`src/verilog/wdc_pkg.sv`:
```
package wdc_pkg;
    localparam int            CNT_W          = 16;
    localparam logic [15:0]   RELOAD_DEFAULT = 16'h0400;
    localparam logic [15:0]   CNT_ZERO       = 16'h0000;
    localparam logic [15:0]   CNT_ONE        = 16'h0001;
    // length of the short reset pulse, in system clocks
    localparam int            RST_PULSE_CYC  = 16;
    localparam logic [4:0]    RST_PULSE_LEN  = 5'(RST_PULSE_CYC);
    localparam logic [4:0]    RST_PULSE_ZERO = 5'h00;
    localparam logic [4:0]    RST_PULSE_ONE  = 5'h01;
    localparam logic          RESP_EXCEPTION = 1'b0;
    localparam logic          RESP_RESET     = 1'b1;

    typedef enum logic [2:0]
    {
        WDC_IDLE  = 3'b001,
        WDC_COUNT = 3'b010,
        WDC_RESET = 3'b100
    } wdc_state_t;
endpackage : wdc_pkg

```
`src/verilog/wdc_watchdog.sv`:
```
`timescale 1ns/1ps
module wdc_watchdog
(
    input  wire logic                 clk_sys,
    input  wire logic                 rstn,
    input  wire logic                 wdtEnable,
    input  wire logic                 wdtTick,
    input  wire logic                 refreshInstr,
    input  wire logic                 on_chip_debugger,
    input  wire logic                 stopMode,
    input  wire logic                 timeout_response_select,
    input  wire logic                 reloadWrite,
    input  wire logic [wdc_pkg::CNT_W-1:0] reloadIn,
    input  wire logic                 statusClear,
    output logic                      exceptionReq,
    output logic                      stopRecovery,
    output logic                      shortResetReq,
    output logic                      wdtStatusFlag,
    output logic                      stopStatusFlag,
    output logic [wdc_pkg::CNT_W-1:0] countValue,
    output logic [wdc_pkg::CNT_W-1:0] reloadValue
);
    import wdc_pkg::*;

    wdc_state_t             state_q;
    logic [CNT_W-1:0]       count_q;
    logic [CNT_W-1:0]       reload_q;
    logic [4:0]             rstCnt_q;
    logic                   exc_q;
    logic                   rec_q;
    logic                   srst_q;
    logic                   wdtFlag_q;
    logic                   stopFlag_q;
    logic                   refresh;
    logic                   timeout;
    logic                   toExc;
    logic                   toRst;

    // debugger mode looks like a refresh on every cycle
    assign refresh = refreshInstr || on_chip_debugger;
    // the tick that finds the counter at one is the time-out
    assign timeout = (state_q == WDC_COUNT) && !refresh && wdtTick
                     && (count_q == CNT_ONE);

    // response decode shared by every consumer, so they all agree on the same cycle
    function automatic logic timeoutWith(input logic toNow, input logic sel, input logic resp);
        return toNow && (sel == resp);
    endfunction : timeoutWith

    // the option bit turns a time-out into exactly one of the two responses
    assign toExc = timeoutWith(timeout, timeout_response_select, RESP_EXCEPTION);
    assign toRst = timeoutWith(timeout, timeout_response_select, RESP_RESET);

    // reload value store; a write takes effect at the next reload only
    always_ff @(posedge clk_sys or negedge rstn)
    begin
        if (!rstn)
            reload_q <= RELOAD_DEFAULT;
        else if (reloadWrite)
            reload_q <= reloadIn;
    end

    // main state machine
    always_ff @(posedge clk_sys or negedge rstn)
    begin
        if (!rstn)
            state_q <= WDC_IDLE;
        else
        begin
            case (state_q)
                WDC_IDLE:
                    if (wdtEnable)
                        state_q <= WDC_COUNT;
                WDC_COUNT:
                    if (!wdtEnable)
                        state_q <= WDC_IDLE;
                    else if (toRst)
                        state_q <= WDC_RESET;
                WDC_RESET:
                    if (rstCnt_q == RST_PULSE_ONE)
                        state_q <= WDC_IDLE;
                default:
                    state_q <= WDC_IDLE;
            endcase
        end
    end

    // down-counter; a reload wins over a tick in the same cycle
    always_ff @(posedge clk_sys or negedge rstn)
    begin
        if (!rstn)
            count_q <= RELOAD_DEFAULT;
        else if (state_q == WDC_IDLE)
        begin
            if (wdtEnable)
                count_q <= reload_q;
        end
        else if (state_q == WDC_COUNT)
        begin
            if (refresh)
                count_q <= reload_q;
            else if (toExc)
                count_q <= reload_q;
            else if (wdtTick && count_q != CNT_ZERO)
                count_q <= count_q - CNT_ONE;
        end
    end

    // exception request to the interrupt controller, a one-cycle pulse
    always_ff @(posedge clk_sys or negedge rstn)
    begin
        if (!rstn)
            exc_q <= 1'b0;
        else
            exc_q <= toExc;
    end

    // stop-mode recovery pulse; only the exception response wakes the chip this way
    always_ff @(posedge clk_sys or negedge rstn)
    begin
        if (!rstn)
            rec_q <= 1'b0;
        else
            rec_q <= toExc && stopMode;
    end

    // short reset request, held for a fixed count
    always_ff @(posedge clk_sys or negedge rstn)
    begin
        if (!rstn)
        begin
            rstCnt_q <= RST_PULSE_ZERO;
            srst_q   <= 1'b0;
        end
        else if (toRst)
        begin
            rstCnt_q <= RST_PULSE_LEN;
            srst_q   <= 1'b1;
        end
        else if (rstCnt_q != RST_PULSE_ZERO)
        begin
            rstCnt_q <= rstCnt_q - RST_PULSE_ONE;
            srst_q   <= (rstCnt_q != RST_PULSE_ONE);
        end
        else
            srst_q <= 1'b0;
    end

    // sticky watchdog status flag; a new time-out wins over a clear
    always_ff @(posedge clk_sys or negedge rstn)
    begin
        if (!rstn)
            wdtFlag_q <= 1'b0;
        else if (timeout)
            wdtFlag_q <= 1'b1;
        else if (statusClear)
            wdtFlag_q <= 1'b0;
    end

    // stop flag on its own, so a clear is not lost beside a time-out outside stop mode
    always_ff @(posedge clk_sys or negedge rstn)
    begin
        if (!rstn)
            stopFlag_q <= 1'b0;
        else if (timeout && stopMode)
            stopFlag_q <= 1'b1;
        else if (statusClear)
            stopFlag_q <= 1'b0;
    end

    assign exceptionReq   = exc_q;
    assign stopRecovery   = rec_q;
    assign shortResetReq  = srst_q;
    assign wdtStatusFlag  = wdtFlag_q;
    assign stopStatusFlag = stopFlag_q;
    assign countValue     = count_q;
    assign reloadValue    = reload_q;
endmodule : wdc_watchdog

```
`config.mk`:
```
export PLATFORM = sky130hd
export DESIGN_NAME = wdc_watchdog
export DESIGN_NICKNAME = d
export VERILOG_FILES = /design/src/verilog/wdc_pkg.sv /design/src/verilog/wdc_watchdog.sv
export SDC_FILE = /design/constraint.sdc
export NUM_CORES = 1
export LEC_CHECK = 0
export ABC_AREA = 1
export BUFFER_PORTS_ARGS = -buffer_cell sky130_fd_sc_hd__buf_2
export CORE_MARGIN = 5
export CORE_UTILIZATION = 48
export CTS_CLUSTER_SIZE = 24
export DETAILED_ROUTE_END_ITERATION = 10
export HOLD_SLACK_MARGIN = 0.15
export PLACE_DENSITY = 0.86
export SYNTH_ARGS = -nofsm -noshare
export SYNTH_HDL_FRONTEND = slang
export SYNTH_SLANG_ARGS = --single-unit
```
`constraint.sdc`:
```
create_clock -name clk_sys -period 1.55 [get_ports clk_sys]
set_clock_uncertainty 0.05 [all_clocks]
set_input_delay 0.155 -clock clk_sys [delete_from_list [all_inputs] [get_ports clk_sys]]
set_output_delay 0.155 -clock clk_sys [all_outputs]
set_load 0.01 [all_outputs]
```
Word-level counts from Yosys, hierarchy flattened

Index checks and enable logic that the tools add are counted.

Multipliers: 0
Shift operators: 0
Equal/unequal tests: 9
Add/subtract/negate cells: 2
Bitwise gates (word level): 1
Reduce and logical (&&, ||, !) cells: 19
Div/mod/pow operators: 0
Magnitude comparators: 0
Muxes and demuxes: 18

Operator list:

| operator                                              | count |
|---|---|
| two-way mux 16 bit                                    | 6 |
| equality test 16 x 1 -> 1 bit, second input constant  | 1 |
| nonzero test 16 bit                                   | 1 |
| subtractor 16 x 1 -> 16 bit, second input constant    | 1 |
| two-way mux 3 bit                                     | 4 |
| two-way mux 5 bit                                     | 2 |
| case mux 3 bit (3 select lines)                       | 1 |
| logical AND 1 bit                                     | 8 |
| nonzero test 2 bit                                    | 4 |
| AND reduction 3 bit                                   | 2 |
| equality test 5 x 1 -> 1 bit, second input constant   | 1 |
| two-way mux 1 bit                                     | 5 |
| inequality test 5 x 1 -> 1 bit, second input constant | 1 |
| nonzero test 5 bit                                    | 1 |
| subtractor 5 x 1 -> 5 bit, second input constant      | 1 |
| inequality test 2 bit, second input constant          | 2 |
| nonzero test 4 bit                                    | 1 |
| equality test 3 x 1 -> 1 bit, second input constant   | 1 |
| equality test 3 x 2 -> 1 bit, second input constant   | 1 |
| equality test 3 bit, second input constant            | 1 |
| inequality test 3 bit, second input constant          | 1 |
| logical NOT 1 bit                                     | 1 |
| logical OR 1 bit                                      | 1 |
| NOT 1 bit                                             | 1 |

Latch bits: 0
Flip-flop bits (word level): 45
ROM bits: 0
Memories kept: 0
Bits in writable memories: 0
Bits of input ports: 26
Logic and storage cells: 58

Longest topological paths before layout

Gate-level depths: netlist of the first run.

Depth in word-level cells: 10
Gate-level depth with buffers: 11
Mapped depth without buffers: 11

Worst setup path before layout of the first run

Ideal clock, no wire load.

Path type: register -> register
Start point: reg count_q[1] (netlist: countValue[1])
End point: reg count_q[11] (netlist: countValue[11])
Stages on the path, launching flop included: 11
Setup time: 0.119 ns
Data arrival time: 1.525 ns
Setup slack: -0.144 ns
Period minus slack after synthesis: 1.694 ns
Path buffers: 1
Data required time: 1.381 ns
Cells stage by stage: dfrtp_1 > inv_1 > ha_1 > nand2_1 > nor2_1 > nand4_4 > nand3_4 > nand2_8 > buf_8 > nand2_1 > nand2_1

Word-level cells in the longest chain between the ends: 7
Elaborated cells on any way between the ends: 13

RTL lines:

| element                                                                             | RTL line            | RTL |
|---|---|---|
| from (decl)                                                                         | wdc_watchdog.sv:26  | `logic [CNT_W-1:0] count_q;` |
| from (signal assigned)                                                              | wdc_watchdog.sv:96  | `count_q <= reload_q;` |
| from (signal assigned)                                                              | wdc_watchdog.sv:101 | `count_q <= reload_q;` |
| from (signal assigned)                                                              | wdc_watchdog.sv:103 | `count_q <= reload_q;` |
| parallel branches: the longest is 7 deep, another holds subtractor 16 x 1 -> 16 bit | n/a                 |  |

Several ways; the timed one is not identified. The select of a mux whose other input is x is not followed.
A chain may end at the register's enable or synchronous reset.

Worst setup path after layout of the first run

Start point: reg count_q[13] (netlist: countValue[13])
End point: reg count_q[13] (netlist: countValue[13])

Same word-level chain as after synthesis.

==> impl_metrics.env, run 1 <==
export IMPL_die_h_um=82.8
export IMPL_drcViolationCount=0
export IMPL_ys_top_cells_by_area="dfrtp_1, nand2_1, inv_1, nor2_1, mux2_2"
export IMPL_area_growth_synth_to_final_pct=54.2
export IMPL_cp_required_ps=1690
export IMPL_wirelength_mm=8.71
export IMPL_synth_xor_area_share_pct=3.10
export IMPL_synth_avg_cell_area_um2=7.92
export IMPL_violations="negative setup slack"
export IMPL_hold_viol_final=0
export IMPL_p_clk_share_pct=10.8
export IMPL_synth_top_family_by_area="simple AND/OR/NAND/NOR gates"
export IMPL_p_int_mw=3.70
export IMPL_fin_cells=529
export IMPL_min_period_over_period_pct=109
export IMPL_syn_area_um2=2540
export IMPL_diodes=0
export IMPL_clock_sinks=45
export IMPL_max_vdd_ir_drop_v=0.00104
export IMPL_cts_tree="done"
export IMPL_yosys_warnings=0
export IMPL_critPathMaxFanout=10
export IMPL_layout_commonest_cell="nand2_1"
export IMPL_cp_common_cell="nand2_1"
export IMPL_overflow=0
export IMPL_synth_edf_count=0
export IMPL_switching_power_mw=3.08
export IMPL_place_congestion=0.904
export IMPL_fmaxAchievable_mhz=590
export IMPL_track_usage_pct=26.2
export IMPL_synth_compound_area_share_pct=5.76
export IMPL_vias_per_cell=5.46
export IMPL_die_area_um2=6850
export IMPL_max_cap_violations=0
export IMPL_grt_pass1_wl_mm=13.5
export IMPL_initial_core_util_pct=49.4
export IMPL_drtIter0Drc=173
export IMPL_nNetsFinal=489
export IMPL_synth_top_cell_by_area="dfrtp_1"
export IMPL_worst_pin_slew_ps=445
export IMPL_ff_latch_area_um2=1130
export IMPL_synthSimpleGateAreaFrac_pct=33.1
export IMPL_pwr_share_seq_pct=27.3
export IMPL_clk_pin_slew_ps=90
export IMPL_route_detailed_wl_per_inst_um=16.5
export IMPL_grt_pass1_vias=2848
export IMPL_yosysSeqAreaShare_pct=44.5
export IMPL_ys_seq_elements=45
export IMPL_status="complete, but fails checks"
export IMPL_cellPowerDensity_nw_per_um2=1730
export IMPL_first_pass_iters=5
export IMPL_dp_cells=492
export IMPL_critPathArrivalTime_ps=1830
export IMPL_setup_viol=20
export IMPL_cts_root_buf="clkbuf_8"
export IMPL_synth_fa_ha_area_share_pct=2.46
export IMPL_clock_path_buffers=2
export IMPL_postSynthCellCount=321
export IMPL_crit_type="flop to flop"
export IMPL_clk_latency_ps=310
export IMPL_cp_cell_sequence="nor2_1 -> nand2_2 -> nor2_4 -> nand4_4 -> nand2_4 -> buf_12 -> nand2_1 -> nand4_1 -> nand2_1"
export IMPL_dr_total_vias=2889
export IMPL_start_kind="flop"
export IMPL_switching_share_pct=45.4
export IMPL_fin_setup_tns_ps=-2000
export IMPL_fin_ws_ps=-144
export IMPL_hold_path_class="input pin to flop"
export IMPL_period_needed_ps=1690
export IMPL_rsz0062_at_grt="true"
export IMPL_dpl_hpwl_mm=5.31
export IMPL_synthArstFlopShare_pct=100
export IMPL_drive_above_1_share_pct=42.3
export IMPL_core_area_um2=5140
export IMPL_drtAntennaViolNets=0
export IMPL_die_x_um=82.8
export IMPL_synth_main_ff_cell="dfrtp_1"
export IMPL_maxSlewHeadroom_pct=70.4
export IMPL_n_fill_cell=319
export IMPL_layout_common_cells="nand2_1, buf_2, buf_4, dfrtp_1, inv_1"
export IMPL_numCtsBuffers=5
export IMPL_ios=63
export IMPL_yosysUniqueCellTypes=33
export IMPL_slew_violations=0
export IMPL_synth_nets=352
export IMPL_max_stage_delay_ps=410
export IMPL_pwr_share_comb_pct=61.8
export IMPL_synth_top_cell_area_share_pct=41.4
export IMPL_htree_levels=2
export IMPL_end_kind="flop"
export IMPL_rows=26
export IMPL_crit_slowest_cell="dfrtp_1"
export IMPL_grt_start_max_net_pins=29
export IMPL_numPortBuffers=62
export IMPL_synth_mux_area_share_pct=3.55
export IMPL_p_leak_nw=1.98
export IMPL_antenna_found_initial=0
export IMPL_multiInputGateArea_um2=1470
-- worst max-delay path: cells and delay by family (launching register included) --
| family | cells | cell delay, ps |
|---|---|---|
| buffers and inverters | 1 | 140 |
| DFF | 1 | 410 |
| and+or+nand+nor | 8 | 960 |
-- cells by family after synthesis --
logic type | after synthesis
adder cells (fa/ha/maj) | 5
buffers and inverters | 44
flip-flops | 45
AO/OA/AOI/OAI | 27
AND/OR/NAND/NOR | 183
multiplexers | 8
XOR/XNOR | 9
-- cell usage after synthesis, drive strengths merged (2+ instances only) --
cell and n:
buf 5, clkbuf 3, dfrtp 42, dfstp 3, ha 5, inv 36
mux2 8, nand2 104, nand3 18, nand3b 4, nand4 14, nor2 38
nor3 4, o21ai 21, o22ai 2, xor2 8
-- stage by stage --
step	hold WS [ps]	util, %	area, um^2	total power [mW]	worst slack (ps)
2_1_floorplan	-191	-	2550	3.71	-78.3
3_3_place_gp	67.6	63.7	3280	4.98	-88.8
3_5_place_dp	72.5	63.7	3280	5.13	-129
4_1_cts	217	72.5	3730	6.22	-109
5_1_grt	240	76.2	3920	7.22	-241
6_report	219	76.2	3920	6.77	-144
-- layer usage --
layer / vias to the layer above / track usage [%] / wire (um)
met2: 178 / 45.8 / 4430
li1: 1302 / - / -
met5: - / 0 / 0
met1: 1368 / 31.5 / 3150
met3: 41 / 5.75 / 771
met4: 0 / 9.48 / 356
-- area by class of cell --
class / count / area share (%)
Clock inverter: 1 / 0.192
Timing Repair Buffer: 136 / 25.5
Tap cell: 70 / 2.24
Inverter: 36 / 3.70
Multi-Input combinational cell: 234 / 37.5
Clock buffer: 7 / 1.95
Sequential cell: 45 / 28.9
-- registers in the layout, summed over array words and instances, names as in the netlist --
signal,flops
stopRecovery,1
reloadValue,16
stopStatusFlag,1
wdtStatusFlag,1
countValue,16
exceptionReq,1
state_q,3
shortResetReq,1
rstCnt_q,5
-- final timing paths --
check / startpoint / end / slack, ps / cells after the start
max: countValue[13] / countValue[13] / -140 / 9
max reg2reg: countValue[13] / countValue[13] / -140 / 9
min: reloadWrite / reloadValue[14] / 220 / 3
max in group asynchronous: rstn / countValue[10] / 600 / 3
min reg2reg: rstCnt_q[2] / rstCnt_q[2] / 470 / 1
min in group asynchronous: rstn / countValue[6] / 270 / 2
-- power by group through the flow --
stage	logic [mW]	registers, mW	clock network (mW)
final	4.19	1.85	0.734
after global routing	4.53	1.89	0.794
after CTS	3.69	1.80	0.726
after detailed placement	3.33	1.80	0
after global placement	3.21	1.77	0
after floorplan	1.69	2.02	0
-- timing repair --
action / CTS / global route
cloned: 3 / 1
gates resized for setup: 29 / 38
buffers inserted: 3 / 3
hold endpoints to repair: 65 / 0
pin swaps: 10 / 25
setup endpoints to repair: 20 / 26
hold buffers: 21 / 0
Note: power is estimated with default switching activity, not from simulation.
==> run 2: changes to the inputs <==
CORE_UTILIZATION = 33   (was 48)
PLACE_DENSITY = 0.66   (was 0.86)
==> run 2 against run 1 <==
The run still ends with negative setup slack left; power increased by 0.73%; global-route usage is 10 points lower; cell area grew 0.93%; sequential cell count is the same; register-to-register slack gained 50 ps; fmax rose by 3.2%; critical path depth did not move; critical endpoint is now countValue[7]; non-clock buffer count grew 4; clock power is 30% higher; worst setup slack improved by 52 ps; sequential share of layout area shrank 0.27 points; via count shrank 9.2%.
==> impl_metrics.env, run 2 (synthesis gave the netlist of run 1 again) <==
export IMPL_status="complete, but fails checks"
export IMPL_violations="negative setup slack"
export IMPL_cellPowerDensity_nw_per_um2=1720
export IMPL_fin_cells=563
export IMPL_rsz0062_at_grt="true"
export IMPL_grt_start_max_net_pins=25
export IMPL_route_detailed_wl_per_inst_um=13.6
export IMPL_ios=63
export IMPL_cp_cell_sequence="inv_2 -> ha_4 -> nand2_4 -> nor2_4 -> nand4_4 -> nand3_4 -> nand2_8 -> buf_8 -> o21ai_2"
export IMPL_drtIter0Drc=106
export IMPL_critPathArrivalTime_ps=1830
export IMPL_fmaxAchievable_mhz=609
export IMPL_fin_area_um2=3950
export IMPL_p_clk_share_pct=14.0
export IMPL_slew_violations=0
export IMPL_first_pass_iters=4
export IMPL_postPlaceCellArea_um2=3310
export IMPL_pwr_share_comb_pct=59.4
export IMPL_fin_ws_ps=-92.1
export IMPL_crit_type="flop to flop"
export IMPL_wirelength_mm=7.65
export IMPL_crit_slowest_cell="dfrtp_1"
export IMPL_die_area_um2=9560
export IMPL_total_power_mw=6.82
export IMPL_initial_core_util_pct=33.4
export IMPL_vias_per_cell=4.66
export IMPL_p_int_mw=3.95
export IMPL_place_congestion=0.816
export IMPL_max_vdd_ir_drop_v=0.000686
export IMPL_drcViolationCount=0
export IMPL_end_kind="flop"
export IMPL_start_kind="flop"
export IMPL_die_x_um=97.8
export IMPL_maxSlewHeadroom_pct=68.7
export IMPL_layout_common_cells="nand2_1, buf_2, buf_4, dfrtp_1, inv_1"
export IMPL_clock_sinks=45
export IMPL_cts_tree="done"
export IMPL_dp_slack_ps=-134
export IMPL_clk_pin_slew_ps=90
export IMPL_drive_above_1_share_pct=41.9
export IMPL_cp_required_ps=1740
export IMPL_max_stage_delay_ps=400
export IMPL_min_period_over_period_pct=106
export IMPL_period_needed_ps=1640
export IMPL_switching_share_pct=42.2
export IMPL_numPortBuffers=62
export IMPL_hold_path_class="input pin to flop"
export IMPL_setup_viol=16
export IMPL_dr_total_vias=2624
export IMPL_htree_levels=2
export IMPL_core_area_um2=7610
export IMPL_p_leak_nw=2.00
export IMPL_grt_pass1_vias=2715
export IMPL_switching_power_mw=2.87
export IMPL_layout_commonest_cell="nand2_1"
export IMPL_antenna_found_initial=0
export IMPL_nNetsFinal=491
export IMPL_overflow=0
export IMPL_track_usage_pct=16.0
export IMPL_hold_viol_final=0
export IMPL_max_cap_violations=0
export IMPL_diodes=0
export IMPL_rows=32
export IMPL_pwr_share_seq_pct=26.5
export IMPL_fin_setup_tns_ps=-1220
export IMPL_clk_latency_ps=310
export IMPL_numCtsBuffers=5
export IMPL_area_growth_synth_to_final_pct=55.6
export IMPL_dp_cells=523
export IMPL_cts_root_buf="clkbuf_8"
export IMPL_die_h_um=97.8
export IMPL_clock_path_buffers=2
export IMPL_critPathMaxFanout=8
export IMPL_drtAntennaViolNets=0
export IMPL_worst_pin_slew_ps=470
export IMPL_grt_pass1_wl_mm=12.6
export IMPL_dpl_hpwl_mm=5.30
==> run 2: layout make-up <==
| cell class | count | area [um^2] |
|---|---|---|
| clock buffers | 6 | 82.6 |
| clock inverters | 2 | 37.5 |
| fillers | 710 | 3650 |
| inverters | 36 | 138 |
| multi-input cells | 232 | 1400 |
| flip-flops and latches | 45 | 1130 |
| well taps | 102 | 128 |
| repair buffers | 140 | 1040 |
==> run 2: path summary, 6_finish.rpt <==
path / start / endpoint / slack [ps] / cells after the start
min in group asynchronous: rstn / countValue[1] / 290 / 2
hold reg to reg: rstCnt_q[2] / rstCnt_q[2] / 450 / 1
hold / removal: reloadWrite / reloadValue[6] / 230 / 3
setup / recovery: countValue[1] / countValue[7] / -90 / 9
setup reg to reg: countValue[1] / countValue[7] / -90 / 9
max in group asynchronous: rstn / countValue[10] / 570 / 3
==> run 2: metal layers <==
| layer | global-route usage [%] | up-vias | share of wire, % |
|---|---|---|---|
| met3 | 3.64 | 14 | 6.1 |
| met5 | 0 | - | 0 |
| met2 | 27.7 | 96 | 49 |
| met4 | 5.64 | 0 | 2.0 |
| met1 | 19.5 | 1216 | 43 |
| li1 | - | 1298 | - |
==> run 2: metrics by stage <==
step           utilization (%)  hold WS [ps]
3_5_place_dp              43.5          85.1
4_1_cts                   50.6           224
5_1_grt                   52.0           245
2_1_floorplan                -          -191
6_report                  52.0           229
3_3_place_gp              43.5          83.4
==> run 2: power groups by stage <==
stage / Clock (mW) / Combinational (mW) / Sequential (mW)
after floorplan: 0 / 1.69 / 2.02
after global placement: 0 / 3.28 / 1.78
after detailed placement: 0 / 3.34 / 1.80
final: 0.957 / 4.05 / 1.81
after global routing: 1.01 / 4.44 / 1.85
after CTS: 0.970 / 3.84 / 1.80
==> run 2: worst max-delay path, delay by kind of cell, from the launching register on <==
family | cells | cell delay [ps]
AO/OA/AOI/OAI | 1 | 140
adder cells (fa/ha/maj) | 1 | 150
buffers and inverters | 2 | 260
flip-flops | 1 | 400
AND/OR/NAND/NOR | 5 | 570
==> run 2: timing repair <==
action,4_1_cts,5_1_grt
pin swaps,14,17
hold buffers,21,0
buffers inserted,6,3
hold endpoints to repair,65,0
gates cloned,2,0
setup endpoints to repair,19,23
resized for setup,40,23
==> run 3: changes to the inputs <==
MAX_ROUTING_LAYER = met4   (was unset)
==> run 3 against run 2 <==
The run still ends with negative setup slack left; non-clock buffer count unchanged; routed wire length increased by 0.18%; critical path depth increased by 1; die area unchanged; global-route usage increased by 0.50 points; clock power increased by 0.5%; worst hold slack got worse by 9.2 ps; via count increased by 1.7%; highest routed layer unchanged.
==> impl_metrics.env, run 3 (synthesis gave the netlist of run 1 again) <==
export IMPL_dp_cells=523
export IMPL_grt_pass1_wl_mm=12.6
export IMPL_fmaxAchievable_mhz=607
export IMPL_slew_violations=0
export IMPL_whs_ps=220
export IMPL_rows=32
export IMPL_numPortBuffers=62
export IMPL_nNetsFinal=491
export IMPL_layout_common_cells="nand2_1, buf_2, buf_4, dfrtp_1, inv_1"
export IMPL_violations="negative setup slack"
export IMPL_drive_above_1_share_pct=42.7
export IMPL_clock_sinks=45
export IMPL_p_clk_share_pct=13.8
export IMPL_setup_viol=16
export IMPL_core_area_um2=7610
export IMPL_hold_viol_final=0
export IMPL_clk_latency_ps=310
export IMPL_initial_core_util_pct=33.4
export IMPL_clk_pin_slew_ps=90
export IMPL_diodes=0
export IMPL_dpl_hpwl_mm=5.30
export IMPL_min_period_over_period_pct=106
export IMPL_crit_type="flop to flop"
export IMPL_total_power_mw=6.96
export IMPL_period_needed_ps=1650
export IMPL_cts_tree="done"
export IMPL_r2r_setup_slack_ps=-100
export IMPL_start_kind="flop"
export IMPL_rsz0062_at_grt="true"
export IMPL_htree_levels=2
export IMPL_worstHoldStart="reloadWrite"
export IMPL_ios=63
export IMPL_status="complete, but fails checks"
export IMPL_pwr_share_seq_pct=26.0
export IMPL_drtIter0Drc=152
export IMPL_place_congestion=0.828
export IMPL_die_h_um=97.8
export IMPL_layout_commonest_cell="nand2_1"
export IMPL_area_growth_synth_to_final_pct=57.0
export IMPL_end_kind="flop"
export IMPL_cts_root_buf="clkbuf_8"
export IMPL_numCtsBuffers=5
export IMPL_cp_required_ps=1700
export IMPL_hold_path_class="input pin to flop"
export IMPL_drcViolationCount=0
export IMPL_fin_ws_ps=-97.3
export IMPL_die_area_um2=9560
export IMPL_rr_worst_depth=10
export IMPL_critPathMaxFanout=13
export IMPL_p_int_mw=4.02
export IMPL_hold_end="reloadValue[8]"
export IMPL_pwr_share_comb_pct=60.2
export IMPL_grt_pass1_vias=2712
export IMPL_clock_path_buffers=2
export IMPL_first_pass_iters=4
export IMPL_dr_total_vias=2669
export IMPL_die_x_um=97.8
export IMPL_maxSlewHeadroom_pct=68.9
export IMPL_reg2reg_from="countValue[1]"
export IMPL_grt_start_max_net_pins=25
export IMPL_switching_share_pct=42.3
export IMPL_fin_cells=563
export IMPL_worst_pin_slew_ps=467
export IMPL_worstReg2RegEnd="countValue[12]"
export IMPL_vias_per_cell=4.74
export IMPL_dp_slack_ps=-134
export IMPL_cellPowerDensity_nw_per_um2=1750
export IMPL_drtAntennaViolNets=0
export IMPL_max_vdd_ir_drop_v=0.000684
export IMPL_track_usage_pct=16.5
export IMPL_critPathArrivalTime_ps=1800
export IMPL_route_detailed_wl_per_inst_um=13.6
export IMPL_antenna_found_initial=0
export IMPL_switching_power_mw=2.95
export IMPL_wirelength_mm=7.66
export IMPL_p_leak_nw=2.02
export IMPL_fin_setup_tns_ps=-1300
export IMPL_whs_path_depth=3
export IMPL_overflow=0
export IMPL_max_cap_violations=0
==> run 3: cell counts in the layout (fill, tap and decap cells not counted) <==
Identical to the previous run, type by type.
==> run 3: layout make-up <==
class                           instances  area [um^2]
Timing Repair Buffer                  140         1050
Fill cell                             701         3620
Multi-Input combinational cell        232         1420
Inverter                               36          138
Sequential cell                        45         1130
Clock buffer                            6         82.6
Tap cell                              102          128
Clock inverter                          2         37.5
==> run 3: how the worst max path moves through the flow <==
stage / depth (start not counted) / end / from / slack (ps)
2_1_floorplan: 9 / countValue[11] / countValue[4] / -80
5_1_grt: 10 / countValue[12] / countValue[1] / -180
6_report: 10 / countValue[12] / countValue[1] / -100
4_1_cts: 10 / countValue[12] / countValue[1] / -90
3_3_place_gp: 11 / countValue[10] / countValue[1] / -110
3_5_place_dp: 11 / countValue[10] / countValue[1] / -130
==> run 3: critical path, cell delays in order, from the launching register on <==
cell and delay (ps):
dfrtp_1 400, inv_2 100, ha_4 150, nand2_4 50, nor2_4 110, nand4_4 180, buf_6 200, nand3_1 70
nand3_1 90, nand2_1 80, nand2_1 50
==> run 3: stage by stage <==
| step | utilization, % | instance area (um^2) |
|---|---|---|
| 2_1_floorplan | - | 2550 |
| 3_5_place_dp | 43.5 | 3310 |
| 3_3_place_gp | 43.5 | 3310 |
| 6_report | 52.4 | 3990 |
| 4_1_cts | 50.6 | 3850 |
| 5_1_grt | 52.4 | 3990 |
==> run 3: power groups by stage <==
stage                     sequential (mW)  clock (mW)  combinational (mW)
final                                1.81       0.962                4.19
after global routing                 1.85        1.02                4.57
after CTS                            1.80       0.970                3.84
after detailed placement             1.80           0                3.34
after global placement               1.78           0                3.28
after floorplan                      2.02           0                1.69
==> run 3: repair_timing <==
item	4_1_cts	5_1_grt
pin swaps	14	17
resized for setup	40	32
setup endpoints to repair	19	23
endpoints found under the hold margin	65	0
buffers inserted	6	3
cloned	2	0
hold buffers	21	0
==> run 3: metal layers <==
layer	global-route usage, %	share of wire, %	up-vias
li1	-	-	1302
met4	5.64	1.6	0
met5	-	0	-
met3	3.14	5.2	15
met2	27.7	50	95
met1	19.9	43	1257
